## config.mk

```make
export PLATFORM = sky130hd
export DESIGN_NAME = iptm_engine
export DESIGN_NICKNAME = d
export VERILOG_FILES = /design/src/core/iptm_pkg.sv /design/src/core/iptm_sync.sv /design/src/core/iptm_phase_cnt.sv /design/src/core/iptm_engine.sv
export SDC_FILE = /design/constraint.sdc
export NUM_CORES = 1
export LEC_CHECK = 0
export BUFFER_PORTS_ARGS = -buffer_cell sky130_fd_sc_hd__buf_4
export CORE_ASPECT_RATIO = 0.7
export CORE_UTILIZATION = 62
export CTS_CLUSTER_DIAMETER = 150
export DETAILED_ROUTE_END_ITERATION = 8
export PLACE_DENSITY = 0.85
export SKIP_CTS_REPAIR_TIMING = 1
export SLEW_MARGIN = 20
export SYNTH_ARGS = -nofsm -noshare
export SYNTH_HDL_FRONTEND = slang
export SYNTH_SLANG_ARGS = --single-unit
export TNS_END_PERCENT = 100
```

## constraint.sdc

```tcl
create_clock -name clk -period 8.1 [get_ports clk]
set_clock_uncertainty 0.1 [all_clocks]
set_input_delay 1.62 -clock clk [delete_from_list [all_inputs] [get_ports clk]]
set_output_delay 1.62 -clock clk [all_outputs]
set_load 0.01 [all_outputs]
```

## src/core/iptm_pkg.sv

```systemverilog
package iptm_pkg;

    // ****************************************************************
    // phase lengths, in pci clocks
    // ****************************************************************
    localparam logic [4:0] NDATA_STARTUP   = 5'h04;
    localparam logic [4:0] NDATA_ISP       = 5'h0b;
    localparam logic [4:0] NDATA_RCT       = 5'h16;
    localparam logic [4:0] CDATA_STARTUP   = 5'h03;
    localparam logic [4:0] CDATA_ISP       = 5'h06;
    localparam logic [4:0] CDATA_RCT       = 5'h0e;
    localparam logic [4:0] ENH_STARTUP     = 5'h02;
    localparam logic [4:0] ENH_ISP_BASE    = 5'h02;
    localparam logic [4:0] ENH_RCT_BASE    = 5'h01;
    localparam logic [4:0] SHUTDOWN_CLKS   = 5'h02;
    localparam logic [4:0] CS_GAP_CLKS     = 5'h02;
    localparam logic [4:0] READY_WAIT_MIN  = 5'h02;
    // extra compatible recovery for 16-bit isa recovery (arbitrary)
    localparam logic [4:0] ISA_EXTRA_RCT   = 5'h04;

    // ****************************************************************
    // pin encodings
    // ****************************************************************
    localparam logic [1:0] CS_NONE = 2'h3;

    // ****************************************************************
    // carriers
    // ****************************************************************
    typedef struct packed {
        logic        is_data;
        logic        write;
        logic        is32;
        logic [1:0]  cs_sel;
        logic [2:0]  addr;
        logic [31:0] wdata;
    } iptm_req_s;

    typedef struct packed {
        logic [1:0] ready_sample_point;
        logic [1:0] recovery_clocks;
    } iptm_tim_s;

    typedef struct packed {
        logic      drive0_fast_en;
        logic      drive1_fast_en;
        logic      drive0_ready_sample_en;
        logic      drive1_ready_sample_en;
        logic      separate_drive1_timing_en;
        logic      prefetch_en;
        logic      post_en;
        logic      isa_recovery_timer_16b_en;
        iptm_tim_s primary_drive_timing_reg;
        iptm_tim_s drive1_alt_timing_reg;
    } iptm_cfg_s;

    typedef enum logic [6:0] {
        ST_IDLE     = 7'h01,
        ST_STARTUP  = 7'h02,
        ST_STROBE   = 7'h04,
        ST_WAIT     = 7'h08,
        ST_RECOVER  = 7'h10,
        ST_SHUTDOWN = 7'h20,
        ST_GAP      = 7'h40
    } iptm_state_e;

endpackage

```

## src/core/iptm_sync.sv

```systemverilog
`timescale 1ns/1ps
`default_nettype none

// two-flop synchroniser; first stage feeds only the second
module iptm_sync #(
    parameter int W = 1
) (
    input  wire logic         clk,
    input  wire logic         resetn,
    input  wire logic         clk_en,
    input  wire logic [W-1:0] d,
    output logic      [W-1:0] q
);
    logic [W-1:0] meta_r;
    logic [W-1:0] meta_nxt;
    logic [W-1:0] q_nxt;

    // hold both stages while frozen
    always_comb begin
        meta_nxt = clk_en ? d : meta_r;
        q_nxt    = clk_en ? meta_r : q;
    end

    always_ff @(posedge clk or negedge resetn) begin
        if (!resetn) begin
            meta_r <= '0;
            q      <= '0;
        end else begin
            meta_r <= meta_nxt;
            q      <= q_nxt;
        end
    end
endmodule

`default_nettype wire

```

## src/core/iptm_phase_cnt.sv

```systemverilog
`timescale 1ns/1ps
`default_nettype none

// phase counter: a load of n makes done rise on the n-th cycle
module iptm_phase_cnt (
    input  wire logic       clk,
    input  wire logic       resetn,
    input  wire logic       clk_en,
    input  wire logic       load,
    input  wire logic [4:0] load_val,
    output logic            done
);
    logic [4:0] cnt_r;
    logic [4:0] cnt_nxt;

    // saturates at one so done holds while a wait lingers
    always_comb begin
        cnt_nxt = cnt_r;
        if (clk_en) begin
            if (load)
                cnt_nxt = load_val;
            else if (cnt_r > 5'h01)
                cnt_nxt = cnt_r - 5'h01;
        end
        done = (cnt_r == 5'h01);
    end

    always_ff @(posedge clk or negedge resetn) begin
        if (!resetn)
            cnt_r <= 5'h01;
        else
            cnt_r <= cnt_nxt;
    end
endmodule

`default_nettype wire

```

## src/core/iptm_engine.sv

```systemverilog
`timescale 1ns/1ps
`default_nettype none

module iptm_engine (
    input  wire logic              clk,
    input  wire logic              resetn,
    input  wire logic              clk_en,
    input  wire logic              req_valid,
    input  wire iptm_pkg::iptm_req_s req,
    output logic                   req_ready,
    output logic                   rsp_valid,
    output logic            [31:0] rsp_rdata,
    input  wire iptm_pkg::iptm_cfg_s cfg,
    input  wire logic              target_drive,
    output logic             [2:0] ide_addr_lines,
    output logic             [1:0] ide_chip_selects_n,
    output logic                   ide_read_strobe_n,
    output logic                   ide_write_strobe_n,
    input  wire logic       [15:0] ide_data_in,
    output logic            [15:0] ide_data_out,
    output logic                   ide_data_oe,
    input  wire logic              drive_io_ready
);
    // ****************************************************************
    // state
    // ****************************************************************
    iptm_pkg::iptm_state_e st_r,   st_nxt;
    iptm_pkg::iptm_req_s   cur_r,  cur_nxt;
    logic                  drive_r,     drive_nxt;
    logic                  half_r,      half_nxt;
    logic                  more_r,      more_nxt;
    logic                  pf_cyc_r,    pf_cyc_nxt;
    logic                  pf_val_r,    pf_val_nxt;
    logic                  posted_r,    posted_nxt;
    logic           [31:0] pf_data_r,   pf_data_nxt;
    logic           [31:0] acc_r,       acc_nxt;
    logic                  ready_nxt;
    logic                  rsp_valid_nxt;
    logic           [31:0] rsp_rdata_nxt;
    logic            [2:0] addr_nxt;
    logic            [1:0] cs_n_nxt;
    logic                  rd_n_nxt;
    logic                  wr_n_nxt;
    logic           [15:0] dout_nxt;
    logic                  doe_nxt;

    logic                  take;
    logic                  cnt_load;
    logic            [4:0] cnt_val;
    logic                  cnt_done;
    logic                  ready_s;
    logic           [15:0] data_s;
    iptm_pkg::iptm_req_s   sel;
    logic                  sel_drv;
    logic                  fast;
    logic                  sample_en;
    iptm_pkg::iptm_tim_s   tim;
    logic            [4:0] startup_len;
    logic            [4:0] isp_len;
    logic            [4:0] rct_len;
    logic                  strobe_end;
    logic                  unit_last;
    logic                  cs_act;
    logic                  stb_act;

    // ****************************************************************
    // pin synchronisers and phase counter
    // ****************************************************************
    iptm_sync #(.W(1)) u_ready_sync (
        .clk    (clk),
        .resetn (resetn),
        .clk_en (clk_en),
        .d      (drive_io_ready),
        .q      (ready_s)
    );

    iptm_sync #(.W(16)) u_data_sync (
        .clk    (clk),
        .resetn (resetn),
        .clk_en (clk_en),
        .d      (ide_data_in),
        .q      (data_s)
    );

    iptm_phase_cnt u_cnt (
        .clk      (clk),
        .resetn   (resetn),
        .clk_en   (clk_en),
        .load     (cnt_load),
        .load_val (cnt_val),
        .done     (cnt_done)
    );

    // ****************************************************************
    // timing selection
    // ****************************************************************
    // idle looks at the incoming request, otherwise the running one
    always_comb begin
        take    = req_valid && req_ready && (st_r == iptm_pkg::ST_IDLE);
        sel     = take ? req : cur_r;
        sel_drv = take ? target_drive : drive_r;
        // dma mode is not an input: pio timing never depends on it
        fast = sel.is_data && (sel_drv ? cfg.drive1_fast_en
                                       : cfg.drive0_fast_en);
        sample_en = sel_drv ? cfg.drive1_ready_sample_en
                            : cfg.drive0_ready_sample_en;
        if (sel_drv && cfg.separate_drive1_timing_en)
            tim = cfg.drive1_alt_timing_reg;
        else
            tim = cfg.primary_drive_timing_reg;
        if (fast) begin
            startup_len = iptm_pkg::ENH_STARTUP;
            isp_len = iptm_pkg::ENH_ISP_BASE
                      + {3'h0, tim.ready_sample_point};
            rct_len = iptm_pkg::ENH_RCT_BASE
                      + {3'h0, tim.recovery_clocks};
        end else if (sel.is_data) begin
            startup_len = iptm_pkg::CDATA_STARTUP;
            isp_len     = iptm_pkg::CDATA_ISP;
            rct_len     = iptm_pkg::CDATA_RCT;
            // isa recovery only stretches compatible data reads
            if (cfg.isa_recovery_timer_16b_en && !sel.write)
                rct_len = iptm_pkg::CDATA_RCT
                          + iptm_pkg::ISA_EXTRA_RCT;
        end else begin
            startup_len = iptm_pkg::NDATA_STARTUP;
            isp_len     = iptm_pkg::NDATA_ISP;
            rct_len     = iptm_pkg::NDATA_RCT;
        end
    end

    // ****************************************************************
    // sequencer
    // ****************************************************************
    // one request in flight; a busy engine refuses new ones
    always_comb begin
        st_nxt        = st_r;
        cur_nxt       = cur_r;
        drive_nxt     = drive_r;
        half_nxt      = half_r;
        more_nxt      = more_r;
        pf_cyc_nxt    = pf_cyc_r;
        pf_val_nxt    = pf_val_r;
        pf_data_nxt   = pf_data_r;
        posted_nxt    = posted_r;
        acc_nxt       = acc_r;
        rsp_valid_nxt = 1'b0;
        rsp_rdata_nxt = rsp_rdata;
        cnt_load      = 1'b0;
        cnt_val       = startup_len;
        strobe_end    = 1'b0;
        unit_last     = !cur_r.is32 || half_r;
        unique case (st_r)
            iptm_pkg::ST_IDLE: begin
                if (take) begin
                    cur_nxt    = req;
                    drive_nxt  = target_drive;
                    half_nxt   = 1'b0;
                    more_nxt   = 1'b0;
                    pf_cyc_nxt = 1'b0;
                    posted_nxt = 1'b0;
                    pf_val_nxt = 1'b0;
                    st_nxt     = iptm_pkg::ST_STARTUP;
                    cnt_load   = 1'b1;
                    if (req.is_data && !req.write && pf_val_r
                        && cfg.prefetch_en) begin
                        // served at once, next word fetched behind it
                        rsp_valid_nxt = 1'b1;
                        rsp_rdata_nxt = pf_data_r;
                        pf_cyc_nxt    = 1'b1;
                    end else if (req.is_data && req.write
                                 && cfg.post_en) begin
                        rsp_valid_nxt = 1'b1;
                        rsp_rdata_nxt = 32'h0000_0000;
                        posted_nxt    = 1'b1;
                    end
                end
            end
            iptm_pkg::ST_STARTUP: begin
                if (cnt_done) begin
                    st_nxt   = iptm_pkg::ST_STROBE;
                    cnt_load = 1'b1;
                    cnt_val  = isp_len;
                end
            end
            iptm_pkg::ST_STROBE: begin
                if (cnt_done) begin
                    if (!sample_en || ready_s) begin
                        strobe_end = 1'b1;
                    end else begin
                        st_nxt   = iptm_pkg::ST_WAIT;
                        cnt_load = 1'b1;
                        cnt_val  = iptm_pkg::READY_WAIT_MIN;
                    end
                end
            end
            iptm_pkg::ST_WAIT: begin
                strobe_end = cnt_done && ready_s;
            end
            iptm_pkg::ST_RECOVER: begin
                if (cnt_done) begin
                    if (!unit_last) begin
                        half_nxt = 1'b1;
                        more_nxt = 1'b1;
                    end else begin
                        if (!cur_r.write && pf_cyc_r) begin
                            pf_data_nxt = acc_r;
                            pf_val_nxt  = 1'b1;
                        end else if (!posted_r) begin
                            rsp_valid_nxt = 1'b1;
                            rsp_rdata_nxt = cur_r.write ? 32'h0000_0000
                                                        : acc_r;
                        end
                        more_nxt = cur_r.is_data && !cur_r.write
                                   && cfg.prefetch_en && !pf_cyc_r;
                        if (more_nxt) begin
                            pf_cyc_nxt = 1'b1;
                            half_nxt   = 1'b0;
                        end
                    end
                    if (more_nxt && fast) begin
                        // selects stay set: no startup or shutdown
                        more_nxt = 1'b0;
                        st_nxt   = iptm_pkg::ST_STROBE;
                        cnt_load = 1'b1;
                        cnt_val  = isp_len;
                    end else begin
                        st_nxt   = iptm_pkg::ST_SHUTDOWN;
                        cnt_load = 1'b1;
                        cnt_val  = iptm_pkg::SHUTDOWN_CLKS;
                    end
                end
            end
            iptm_pkg::ST_SHUTDOWN: begin
                if (cnt_done) begin
                    st_nxt   = iptm_pkg::ST_GAP;
                    cnt_load = 1'b1;
                    cnt_val  = iptm_pkg::CS_GAP_CLKS;
                end
            end
            iptm_pkg::ST_GAP: begin
                if (cnt_done) begin
                    cnt_load = more_r;
                    more_nxt = 1'b0;
                    st_nxt   = more_r ? iptm_pkg::ST_STARTUP
                                      : iptm_pkg::ST_IDLE;
                end
            end
            default: begin
                st_nxt = iptm_pkg::ST_IDLE;
            end
        endcase
        // strobe over: take the read half, start recovery
        if (strobe_end) begin
            st_nxt   = iptm_pkg::ST_RECOVER;
            cnt_load = 1'b1;
            cnt_val  = rct_len;
            if (half_r)
                acc_nxt[31:16] = data_s;
            else
                acc_nxt[15:0] = data_s;
        end
        if (!clk_en) begin
            cnt_load = 1'b0;
        end
    end

    // ****************************************************************
    // pins follow the next state so they leave flip-flops
    // ****************************************************************
    always_comb begin
        cs_act   = (st_nxt != iptm_pkg::ST_IDLE)
                   && (st_nxt != iptm_pkg::ST_GAP);
        stb_act  = (st_nxt == iptm_pkg::ST_STROBE)
                   || (st_nxt == iptm_pkg::ST_WAIT);
        addr_nxt = cur_nxt.addr;
        cs_n_nxt = cs_act ? ~cur_nxt.cs_sel : iptm_pkg::CS_NONE;
        rd_n_nxt = !(stb_act && !cur_nxt.write);
        wr_n_nxt = !(stb_act && cur_nxt.write);
        dout_nxt = half_nxt ? cur_nxt.wdata[31:16]
                            : cur_nxt.wdata[15:0];
        doe_nxt  = cs_act && cur_nxt.write;
        // a posted write still drains before any new access
        ready_nxt = (st_nxt == iptm_pkg::ST_IDLE);
    end

    always_ff @(posedge clk or negedge resetn) begin
        if (!resetn) begin
            st_r               <= iptm_pkg::ST_IDLE;
            cur_r              <= '0;
            drive_r            <= 1'b0;
            half_r             <= 1'b0;
            more_r             <= 1'b0;
            pf_cyc_r           <= 1'b0;
            pf_val_r           <= 1'b0;
            pf_data_r          <= 32'h0000_0000;
            posted_r           <= 1'b0;
            acc_r              <= 32'h0000_0000;
            req_ready          <= 1'b0;
            rsp_valid          <= 1'b0;
            rsp_rdata          <= 32'h0000_0000;
            ide_addr_lines     <= 3'h0;
            ide_chip_selects_n <= iptm_pkg::CS_NONE;
            ide_read_strobe_n  <= 1'b1;
            ide_write_strobe_n <= 1'b1;
            ide_data_out       <= 16'h0000;
            ide_data_oe        <= 1'b0;
        end else if (clk_en) begin
            st_r               <= st_nxt;
            cur_r              <= cur_nxt;
            drive_r            <= drive_nxt;
            half_r             <= half_nxt;
            more_r             <= more_nxt;
            pf_cyc_r           <= pf_cyc_nxt;
            pf_val_r           <= pf_val_nxt;
            pf_data_r          <= pf_data_nxt;
            posted_r           <= posted_nxt;
            acc_r              <= acc_nxt;
            req_ready          <= ready_nxt;
            rsp_valid          <= rsp_valid_nxt;
            rsp_rdata          <= rsp_rdata_nxt;
            ide_addr_lines     <= addr_nxt;
            ide_chip_selects_n <= cs_n_nxt;
            ide_read_strobe_n  <= rd_n_nxt;
            ide_write_strobe_n <= wr_n_nxt;
            ide_data_out       <= dout_nxt;
            ide_data_oe        <= doe_nxt;
        end
    end

    // ****************************************************************
    // checks: cycles spent in the phase now ending
    // ****************************************************************
    logic [4:0] ph_len_r;
    logic       leave;

    always_ff @(posedge clk or negedge resetn) begin
        if (!resetn)
            ph_len_r <= 5'h00;
        else if (clk_en)
            ph_len_r <= (st_nxt != st_r) ? 5'h00 : ph_len_r + 5'h01;
    end
    assign leave = clk_en && (st_nxt != st_r);

    AST_SETUP_FIRST: assert property (@(posedge clk) disable iff (!resetn)
        (!ide_read_strobe_n || !ide_write_strobe_n)
        |-> $past(ide_chip_selects_n) != iptm_pkg::CS_NONE)
        else $error("strobe without selects set up");
    AST_ENH_STROBE: assert property (@(posedge clk) disable iff (!resetn)
        leave && st_r == iptm_pkg::ST_STROBE && fast
        |-> ph_len_r + 5'h01 == isp_len)
        else $error("enhanced strobe width wrong");
    AST_ENH_RCT: assert property (@(posedge clk) disable iff (!resetn)
        leave && st_r == iptm_pkg::ST_RECOVER && fast
        |-> ph_len_r == {3'h0, tim.recovery_clocks})
        else $error("enhanced recovery wrong");
    AST_BACK2BACK: assert property (@(posedge clk) disable iff (!resetn)
        leave && st_r == iptm_pkg::ST_RECOVER && fast && !unit_last
        |=> st_r == iptm_pkg::ST_STROBE)
        else $error("fast cycle not back to back");
    AST_WAIT_MIN: assert property (@(posedge clk) disable iff (!resetn)
        leave && st_r == iptm_pkg::ST_WAIT |-> ph_len_r >= 5'h01)
        else $error("ready wait under two clocks");
    AST_SHUTDOWN: assert property (@(posedge clk) disable iff (!resetn)
        leave && st_r == iptm_pkg::ST_SHUTDOWN
        |-> ph_len_r == 5'h01 ##1 !ide_data_oe)
        else $error("shutdown not two clocks");
    AST_NDATA_RCT: assert property (@(posedge clk) disable iff (!resetn)
        leave && st_r == iptm_pkg::ST_RECOVER && !cur_r.is_data
        |-> ph_len_r == 5'h15)
        else $error("non-data recovery not 22");
    AST_CDATA_ISP: assert property (@(posedge clk) disable iff (!resetn)
        leave && st_r == iptm_pkg::ST_STROBE && cur_r.is_data && !fast
        |-> ph_len_r == 5'h05)
        else $error("compatible data strobe not 6");
    AST_CS_GAP: assert property (@(posedge clk) disable iff (!resetn)
        leave && st_r == iptm_pkg::ST_GAP
        |-> ph_len_r == 5'h01 && ide_chip_selects_n == iptm_pkg::CS_NONE)
        else $error("select gap under two clocks");
    AST_READY_MASK: assert property (@(posedge clk) disable iff (!resetn)
        clk_en && st_r == iptm_pkg::ST_STROBE && cnt_done && !sample_en
        |=> st_r == iptm_pkg::ST_RECOVER)
        else $error("masked ready still waited");
    AST_STALL: assert property (@(posedge clk) disable iff (!resetn)
        st_r != iptm_pkg::ST_IDLE |-> !req_ready)
        else $error("request accepted while busy");
endmodule

`default_nettype wire

```

-- Word level (Yosys, flattened, before mapping)
Cells that the tools add are included.
- bits in registers: 211
- bits of input ports: 78
- reductions and logical operators: 46
- order comparisons: 1
- $add $sub $neg: 3
- bitwise gates (word level): 2
- muxes and demuxes: 88
- eq/ne operators: 22
- operators by type and width (operator ; count):
    $mux W32 ; 8
    $mux W5 ; 13
    $pmux W32 S2 ; 1
    $mux W7 ; 8
    $pmux W7 S7 ; 1
    $mux W40 ; 1
    $mux W1 ; 39
    $mux W39 ; 1
    $logic_and A1 B1 Y1 ; 20
    $pmux W5 S4 ; 1
    $mux W16 ; 1
    $ne A2 B2 Y1 const B ; 8
    $eq A7 B1 Y1 const B ; 2
    $eq A7 B3 Y1 const B ; 2
    $eq A7 B4 Y1 const B ; 2
    $mux W4 ; 3
    $reduce_and A6 Y1 ; 2
    $pmux W1 S2 ; 5
    $reduce_and A5 Y1 ; 2
    $logic_not A1 Y1 ; 9
    $reduce_and A3 Y1 ; 3
    $reduce_and A8 Y1 ; 1
    $eq A7 B2 Y1 const B ; 1
    $eq A7 B5 Y1 const B ; 1
    other kinds (22) ; 27

-- Logic depth before layout (Yosys ltp)
Gate-level depths: netlist of run 1.
- depth after elaboration: 16
- mapped depth: 11

-- Cells and area by module
A second synthesis of run 1 with hierarchy kept.
- cell total of the unflattened synthesis: 774
- area total of the unflattened synthesis: 10069.7 sq um
- modules (own cells, without submodules) (module ; cells each ; area each (sq um) ; instances):
    iptm_engine ; 666 ; 8279.2 ; 1
    iptm_sync (u_data_sync) ; 68 ; 1345.0 ; 1
    iptm_phase_cnt ; 36 ; 372.9 ; 1
    iptm_sync (u_ready_sync) ; 4 ; 72.6 ; 1

-- Worst setup path after synthesis of run 1
OpenSTA, ideal clock, no wires.
- path type: input port to flip-flop
- from: input port req_valid
- to: register u_cnt.cnt_r[1]
- path buffers: 0
- setup time: 0.136 ns
- path slack: 4.250 ns
- required time: 7.864 ns
- data arrival time: 3.614 ns
- stages on the path: 8
- path through: nand2_1 > nor3_4 > mux2i_1 > mux2_2 > ha_1 > o31ai_1 > a221o_1 > o211ai_1
- word-level cells in the longest chain between the ends: 13
- ends and longest elaborated chain (element ; line ; text):
    from (decl) ; iptm_engine.sv:8 ; input wire logic req_valid,
    $logic_and A1 B1 Y1 * (2 in series) ; iptm_engine.sv:99 ; take = req_valid && req_ready && (st_r == iptm_pkg::ST_IDLE);
    branches (longest 11 deep; another with $add A2 B2 Y3) ; n/a ;
    to (signal assigned) ; iptm_phase_cnt.sv:32 ; cnt_r <= cnt_nxt;
    to (decl) ; iptm_phase_cnt.sv:13 ; logic [4:0] cnt_r;
Mark *: on every way between the ends.
A chain may end at the register's enable or synchronous reset.

-- Worst setup path in the final report of run 1
Ends and elaborated chain as after synthesis.

==> results of run 1 <==
## critical path: cells and delay by family
| family | cells | cell delay (ns) |
|---|---|---|
| AND/OR/NAND/NOR | 2 | 0.80 |
| multiplexers | 2 | 0.95 |
| AO/OA/AOI/OAI | 3 | 0.67 |
| adder cells (fa/ha/maj) | 1 | 0.30 |
| buffers and inverters | 1 | 0.08 |
## Yosys cell counts (all sizes together) (4+ instances only)
master,n
nand3,5
nor3,12
inv,8
a31oi,10
nand2,64
mux2,130
or3,7
nor2,55
a21o,16
nor4b,4
mux2i,40
dfrtp,205
buf,12
dfstp,6
a22oi,33
and3,4
a211o,15
nor2b,4
o21ai,44
clkbuf,45
a21oi,15
## stage by stage
stage | power, W | hold WS (ns) | area [sq um] | instances | worst slack [ns]
global route | 0.003440 | 0.3939 | 11390 | 1117 | 3.743
floorplan | 0.001976 | 0.3488 | 9563 | 802 | 4.250
detailed placement | 0.002266 | 0.3645 | 10650 | 1082 | 3.474
CTS | 0.003296 | 0.3796 | 11380 | 1117 | 3.989
finish | 0.003291 | 0.3808 | 11390 | 1117 | 3.911
global placement | 0.002212 | 0.3574 | 10650 | 1082 | 3.702
## layer usage
metal / wire length (um) / track usage / vias up
met5: 0 / 0 / -
met4: 355 / 0.06926 / 0
met3: 1446 / 0.04721 / 35
met2: 10460 / 0.4490 / 289
met1: 10240 / 0.4395 / 3462
li1: - / - / 3130
## sequential cells by signal, summed over array words and instances (netlist names)
signal,flops
cur_r,40
u_ready_sync.q,1
u_data_sync.meta_r,16
ide_data_oe,1
rsp_valid,1
st_r,7
acc_r,32
pf_val_r,1
rsp_rdata,32
req_ready,1
u_ready_sync.meta_r,1
u_cnt.cnt_r,5
posted_r,1
pf_cyc_r,1
ide_chip_selects_n,2
ide_data_out,16
more_r,1
ide_read_strobe_n,1
ide_write_strobe_n,1
drive_r,1
pf_data_r,32
u_data_sync.q,16
half_r,1
## cell families (layout without fill, tap and decap cells)
logic type,Yosys count,after routing,share of synthesized area
buffers and inverters,65,185,0.02944
AO/OA/AOI/OAI,171,171,0.1252
multiplexers,170,170,0.1957
XOR/XNOR,5,5,0.004580
flip-flops,211,211,0.5529
AND/OR/NAND/NOR,177,177,0.08819
adder cells (fa/ha/maj),3,3,0.003926
## where the power goes
group          internal (W)  switching, W
sequential          0.00126      0.000158
clock              0.000623      0.000402
combinational      0.000415      0.000431
## worst paths after layout
| kind | startpoint | to | slack, ns | cells after the start |
|---|---|---|---|---|
| worst max-delay path | req_valid | u_cnt.cnt_r[1] | 3.91 | 9 |
| worst min-delay path | cur_r[7] | cur_r[7] | 0.38 | 1 |
| worst max register to register | st_r[0] | u_cnt.cnt_r[1] | 4.08 | 8 |
| worst min register to register | cur_r[7] | cur_r[7] | 0.38 | 1 |
| max in group asynchronous | resetn | cur_r[36] | 5.35 | 2 |
| min in group asynchronous | resetn | u_cnt.cnt_r[3] | 1.12 | 1 |
## final cells by class
class,count,area share
clock buffers,27,0.04976
clock inverters,8,0.01406
inverters,8,0.002636
multi-input cells,526,0.3534
flip-flops and latches,211,0.4642
well taps,195,0.02142
repair buffers,142,0.09447
## layout by cell type (no fill, tap or decap), types with 3 or more instances in the layout
cell / count
o21ai_0: 43
nand3_1: 5
xor2_1: 3
a31oi_1: 10
or3_1: 7
a21oi_1: 15
clkbuf_8: 5
inv_1: 8
dfrtp_1: 205
clkbuf_1: 3
bufinv_16: 4
ha_1: 3
o31ai_1: 3
o22a_1: 3
and3_1: 4
buf_4: 140
a22oi_1: 33
nand2_1: 63
nand2b_1: 3
o21a_1: 3
dfstp_2: 6
o211a_1: 3
nor3_1: 11
mux2i_1: 40
clkbuf_16: 20
nor4_1: 3
mux2_2: 128
a21o_1: 16
nor2b_1: 3
nor2_1: 54
a211o_1: 15
==> results.md, run 1 <==
- Status: finished, final reports clean
- Setup violators final: 0
- Via Count: 6916
- Cell chain of the critical path: buf_4 -> nand2_1 -> nor3_4 -> mux2i_1 -> mux2_2 -> ha_1 -> o31ai_1 -> a221o_1 -> o211ai_1
- PD cells: 288.9 nW/um^2
- Netlist Area Pre-Place: 9563 sq um
- Clock sink count: 211
- Final Slew Violations: 0
- Period minus WS final: 4.189 ns
- Post-synth ARST share: 1.000
- Slew @ Worst Pin: 1.006 ns
- First-pass GRT wire length: 36.54 mm
- Leak: 5.531 nW
- Iter 0 DRT Violations: 596
- Worst Setup Path Type: input port to register
- Final Net Count: 990
- DRT antenna net count: 0
- Sum Neg Setup Slack: 0 ns
- Endpoints failing hold: 0
- Period utilization: 0.5171
- Synth area leader: dfrtp_1
- Ports: 136
- Min-delay worst type: register to register
- Register area: 5288 sq um
- H-tree depth: 1
- Initial antenna violation count: 0
- Area of the multi-input gates: 4025 sq um
- Share of cells above drive strength 1: 0.3514
- GRT Residual Overflow: 0
- Crit path largest cell delay: 0.67 ns
- Die Wd: 150.4 um
- Number of global-route vias before repair: 7012
- Num CTS Buffers: 20
- Slowest CP cell: nor3_4
- Post-synthesis sequential area ratio: 0.5529
- Die Y: 105.9 um
- Routed WL per cell: 20.15 um
- Ys Warns: 0
- FMAX: 238.7 MHz
- Most used DFF post-synth: dfrtp_1
- Synth Area per Inst: 11.92 sq um
- CTS tree: built
- Maximum vdd drop: 226.2 uV
- Reg clk slew, reported paths: 0.06 ns
- Synth top area cells: dfrtp_1 54%, mux2_2 15%, mux2i_1 4.2%
- Clock buffer depth: 3
- Area Overhead vs Synth: 19.10%
- ANT cells: 0
- Worst path arrival time: 4.43 ns
- Die Footprint: 15930 sq um
- Largest net degree at the start of global routing: 126
- Critical path startpoint category: input port
- Post-synth EDFFs: 0
- MaxCap Viol Count: 0
- CP max FO: 15
- Drt drc: 0
- Worst Setup End Kind: register
- Final core occ: 0.7664
- Core ar.: 14860 sq um
- Placer Congestion: 0.9529
- Flops & latches, synth: 211
- Worst-Skew Late Latency: 0.50 ns
- Post-synth cell types: 66
- Unrepaired setup endpoints after global routing: false
- Crit path required time: 8.34 ns
- Post-Route WL: 22.51 mm
- Vias/cell: 6.192
- Gate Count Post-Synth: 802
- Syn nets: 883
- Starting Density: 0.6435
- Row Count: 37
- Synth top area share: 0.5364
- Drt first pass iters: 5
- Buffers on Ports: 135
- Slew headroom: 0.3295
- Clock root buffer: clkbuf_16
- Post-DP HPWL: 14.81 mm
- GRT Util Overall: 0.2927
- FILL cells: 933
Power figures use the tool's default switching activity.
==> inputs of run 2 (changes only) <==
--- a/config.mk
+++ b/config.mk
@@ -5,12 +5,13 @@
 export SDC_FILE = /design/constraint.sdc
 export NUM_CORES = 1
 export LEC_CHECK = 0
+export ABC_AREA = 1
 export BUFFER_PORTS_ARGS = -buffer_cell sky130_fd_sc_hd__buf_4
 export CORE_ASPECT_RATIO = 0.7
-export CORE_UTILIZATION = 62
+export CORE_UTILIZATION = 58
 export CTS_CLUSTER_DIAMETER = 150
 export DETAILED_ROUTE_END_ITERATION = 8
-export PLACE_DENSITY = 0.85
+export PLACE_DENSITY = 0.8
 export SKIP_CTS_REPAIR_TIMING = 1
 export SLEW_MARGIN = 20
 export SYNTH_ARGS = -nofsm -noshare
==> constraint.sdc (replaced) <==
create_clock -name clk -period 3.9 [get_ports clk]
set_clock_uncertainty 0.1 [all_clocks]
set_input_delay 0.78 -clock clk [delete_from_list [all_inputs] [get_ports clk]]
set_output_delay 0.78 -clock clk [all_outputs]
set_load 0.01 [all_outputs]
==> results.md, run 2 <==
- H-tree depth: 1 (unchanged)
- Initial antenna violation count: 0 (unchanged)
- Endpoints failing hold: 0 (unchanged)
- Worst-Skew Late Latency: 0.50 ns (about the same)
- Most used DFF post-synth: dfrtp_1
- Num CTS Buffers: 20 (unchanged)
- Ys Warns: 0 (unchanged)
- Inst Count DP: 1398 (+29%)
- Maximum vdd drop: 357.5 uV (+58%)
- DRT antenna net count: 0 (unchanged)
- Most common cell after layout, fill and taps aside: nand2_1
- First-pass GRT wire length: 38.70 mm (+5.9%)
- Synth top area cells: dfrtp_1 52%, nand2_1 11%, o21ai_0 6.4%
- Core ar.: 16490 sq um (+11%)
- Crit path required time: 4.17 ns (-4.17 ns)
- Die Y: 111.2 um (+5.0%)
- Number of global-route vias before repair: 7599 (+8.4%)
- Via Count: 7968 (+15%)
- CP max FO: 21 (+6)
- Hold slack: 0.1962 ns (-0.1846 ns)
- Clock buffer depth: 3 (unchanged)
- Worst Setup Path Type: register to register
- Worst R2R Setup Slack: 0.89 ns (-3.19 ns)
- Drt first pass iters: 5 (unchanged)
- Gate Count Post-Synth: 1086 (+35%)
- Worst Setup End Kind: register
- Synth Area per Inst: 9.103 sq um (-24%)
- Reg clk slew, reported paths: 0.07 ns (about the same)
- Slew @ Worst Pin: 0.9549 ns (-0.05092 ns)
- Clock sink count: 211 (unchanged)
- Commonest non-fill, non-tap cells in the layout: 284 x nand2_1, 205 x dfrtp_1, 145 x buf_4
- Most frequent cell after synthesis: nand2_1
- Synth top area share: 0.5189 (-0.01752)
- Synth area leader: dfrtp_1
- Critical path startpoint category: register
- Crit path launch: st_r[0]
- Netlist Area Pre-Place: 9886 sq um (+3.4%)
- Placer Congestion: 0.9622 (+0.98%)
- Ports: 136 (unchanged)
- ANT cells: 0 (unchanged)
- Final Slew Violations: 0 (unchanged)
- Sum Neg Setup Slack: 0 ns (unchanged)
- CTS tree: built
- Area Overhead vs Synth: 17.26%
- Reg-to-reg startpoint: st_r[0]
- Post-synthesis sequential area ratio: 0.5349 (-0.01806)
- Iter 0 DRT Violations: 761 (+28%)
- Die Footprint: 17580 sq um (+10%)
- Drt drc: 0 (unchanged)
- MaxCap Viol Count: 0 (unchanged)
- Worst Reg2Reg Path Length in Cells: 15 (+7)
- Unrepaired setup endpoints after global routing: false
- Flip-flop count of the largest register after layout: 40 (unchanged)
- Status: finished, final reports clean
- Syn nets: 1167 (+32%)
- Final Net Count: 1276 (+29%)
- Post-synth cell types: 43 (-35%)
- Post-Route WL: 23.71 mm (+5.4%)
- Largest net degree at the start of global routing: 92 (-27%)
- Min-delay worst type: input port to async pin
- Starting Density: 0.5994 (-0.04413)
- Die Wd: 158.0 um (+5.1%)
- FILL cells: 1310 (+40%)
- Flops & latches, synth: 211 (unchanged)
- R2r endpoint: u_cnt.cnt_r[1]
- GRT Util Overall: 0.2793 (-0.01345)
- Leak: 5.841 nW (+5.6%)
- Buffers on Ports: 135 (unchanged)
- Share of cells above drive strength 1: 0.2403 (-0.1111)
- Period utilization: 0.7716
- Worst path arrival time: 3.28 ns (-1.15 ns)
- Vias/cell: 5.564 (-10%)
- PD cells: 522.4 nW/um^2 (+81%)
- Most frequent cells after synthesis: 284 x nand2_1, 205 x dfrtp_1, 126 x o21ai_0
- FMAX: 332.3 MHz
- Clock root buffer: clkbuf_16
- Post-synth ARST share: 1.000 (unchanged)
- Period minus WS final: 3.009 ns
- Non-filler cells in the finished layout: 1432 (+28%)
- Post-synth EDFFs: 0 (unchanged)
- Row Count: 39 (+5.4%)
- Pwr Total: 0.006055 W (+84%)
- Setup violators final: 0 (unchanged)
- Slew headroom: 0.3634 (+0.03395)
- Post-DP HPWL: 15.52 mm (+4.8%)
- Routed WL per cell: 16.56 um (-18%)
- GRT Residual Overflow: 0 (unchanged)
- Largest reg by FF count: cur_r
-- run 2: worst max path at each step --
stage	end	cells after the start
after CTS	u_cnt.cnt_r[1]	15
final	u_cnt.cnt_r[1]	15
after floorplan	u_cnt.cnt_r[2]	15
after global routing	u_cnt.cnt_r[0]	17
after global placement	u_cnt.cnt_r[1]	15
after detailed placement	u_cnt.cnt_r[2]	16
-- run 2: kinds of logic (layout without fill, tap and decap cells) --
| logic type | count (synthesis) | count (layout) | synth area share |
|---|---|---|---|
| xor gates and xnor gates | 3 | 3 | 0.002658 |
| AOI/OAI and AO/OA | 261 | 261 | 0.1657 |
| DFF | 211 | 211 | 0.5349 |
| and+or+nand+nor | 398 | 398 | 0.1772 |
| adders and majority gates | 3 | 3 | 0.003797 |
| muxes | 35 | 35 | 0.03974 |
| buffers and inverters | 175 | 296 | 0.07607 |
-- run 2: cell type report --
class | count | area, sq um | area share
clock buffers | 30 | 558.0 | 0.04814
clock inverters | 4 | 31.28 | 0.002698
inverters | 114 | 431.7 | 0.03724
multi-input cells | 700 | 3860 | 0.3330
flip-flops and latches | 211 | 5288 | 0.4561
well taps | 225 | 281.5 | 0.02428
repair buffers | 148 | 1142 | 0.09854
-- run 2: critical path: stages, from the launching register on --
cell     delay, ns
dfstp_2       0.56
inv_2         0.06
nor2_1        0.08
nand2_1       0.08
nor2_4        0.18
inv_2         0.10
nor2_2        0.19
inv_2         0.11
nor2_4        0.48
inv_2         0.24
o21ai_1       0.13
nand2_1       0.12
nand3_2       0.09
nand2_2       0.12
nor2_1        0.16
a21oi_1       0.07
-- run 2: through the flow --
stage | setup WS (ns) | instance area (sq um) | utilization
global route | 0.6843 | 11590 | 0.7029
detailed placement | 0.9050 | 11000 | 0.6671
global placement | 0.9557 | 11000 | 0.6671
floorplan | 1.279 | 9886 | -
CTS | 0.9444 | 11590 | 0.7029
finish | 0.8906 | 11590 | 0.7029
-- run 2: report_power, final --
| part | switching [W] | total, W | internal (W) | leakage (nW) |
|---|---|---|---|---|
| sequential | 0.000220 | 0.00278 | 0.00256 | 2.77 |
| combinational | 0.000903 | 0.00148 | 0.000579 | 2.78 |
| clock | 0.000806 | 0.00180 | 0.000992 | 0.289 |
-- run 2: per-layer routing --
layer	GRT usage	vias up	wire length, um
met4	0.04744	0	286
met1	0.4381	3793	11380
li1	-	3823	-
met2	0.4135	327	10220
met3	0.04418	25	1835
met5	0	-	0
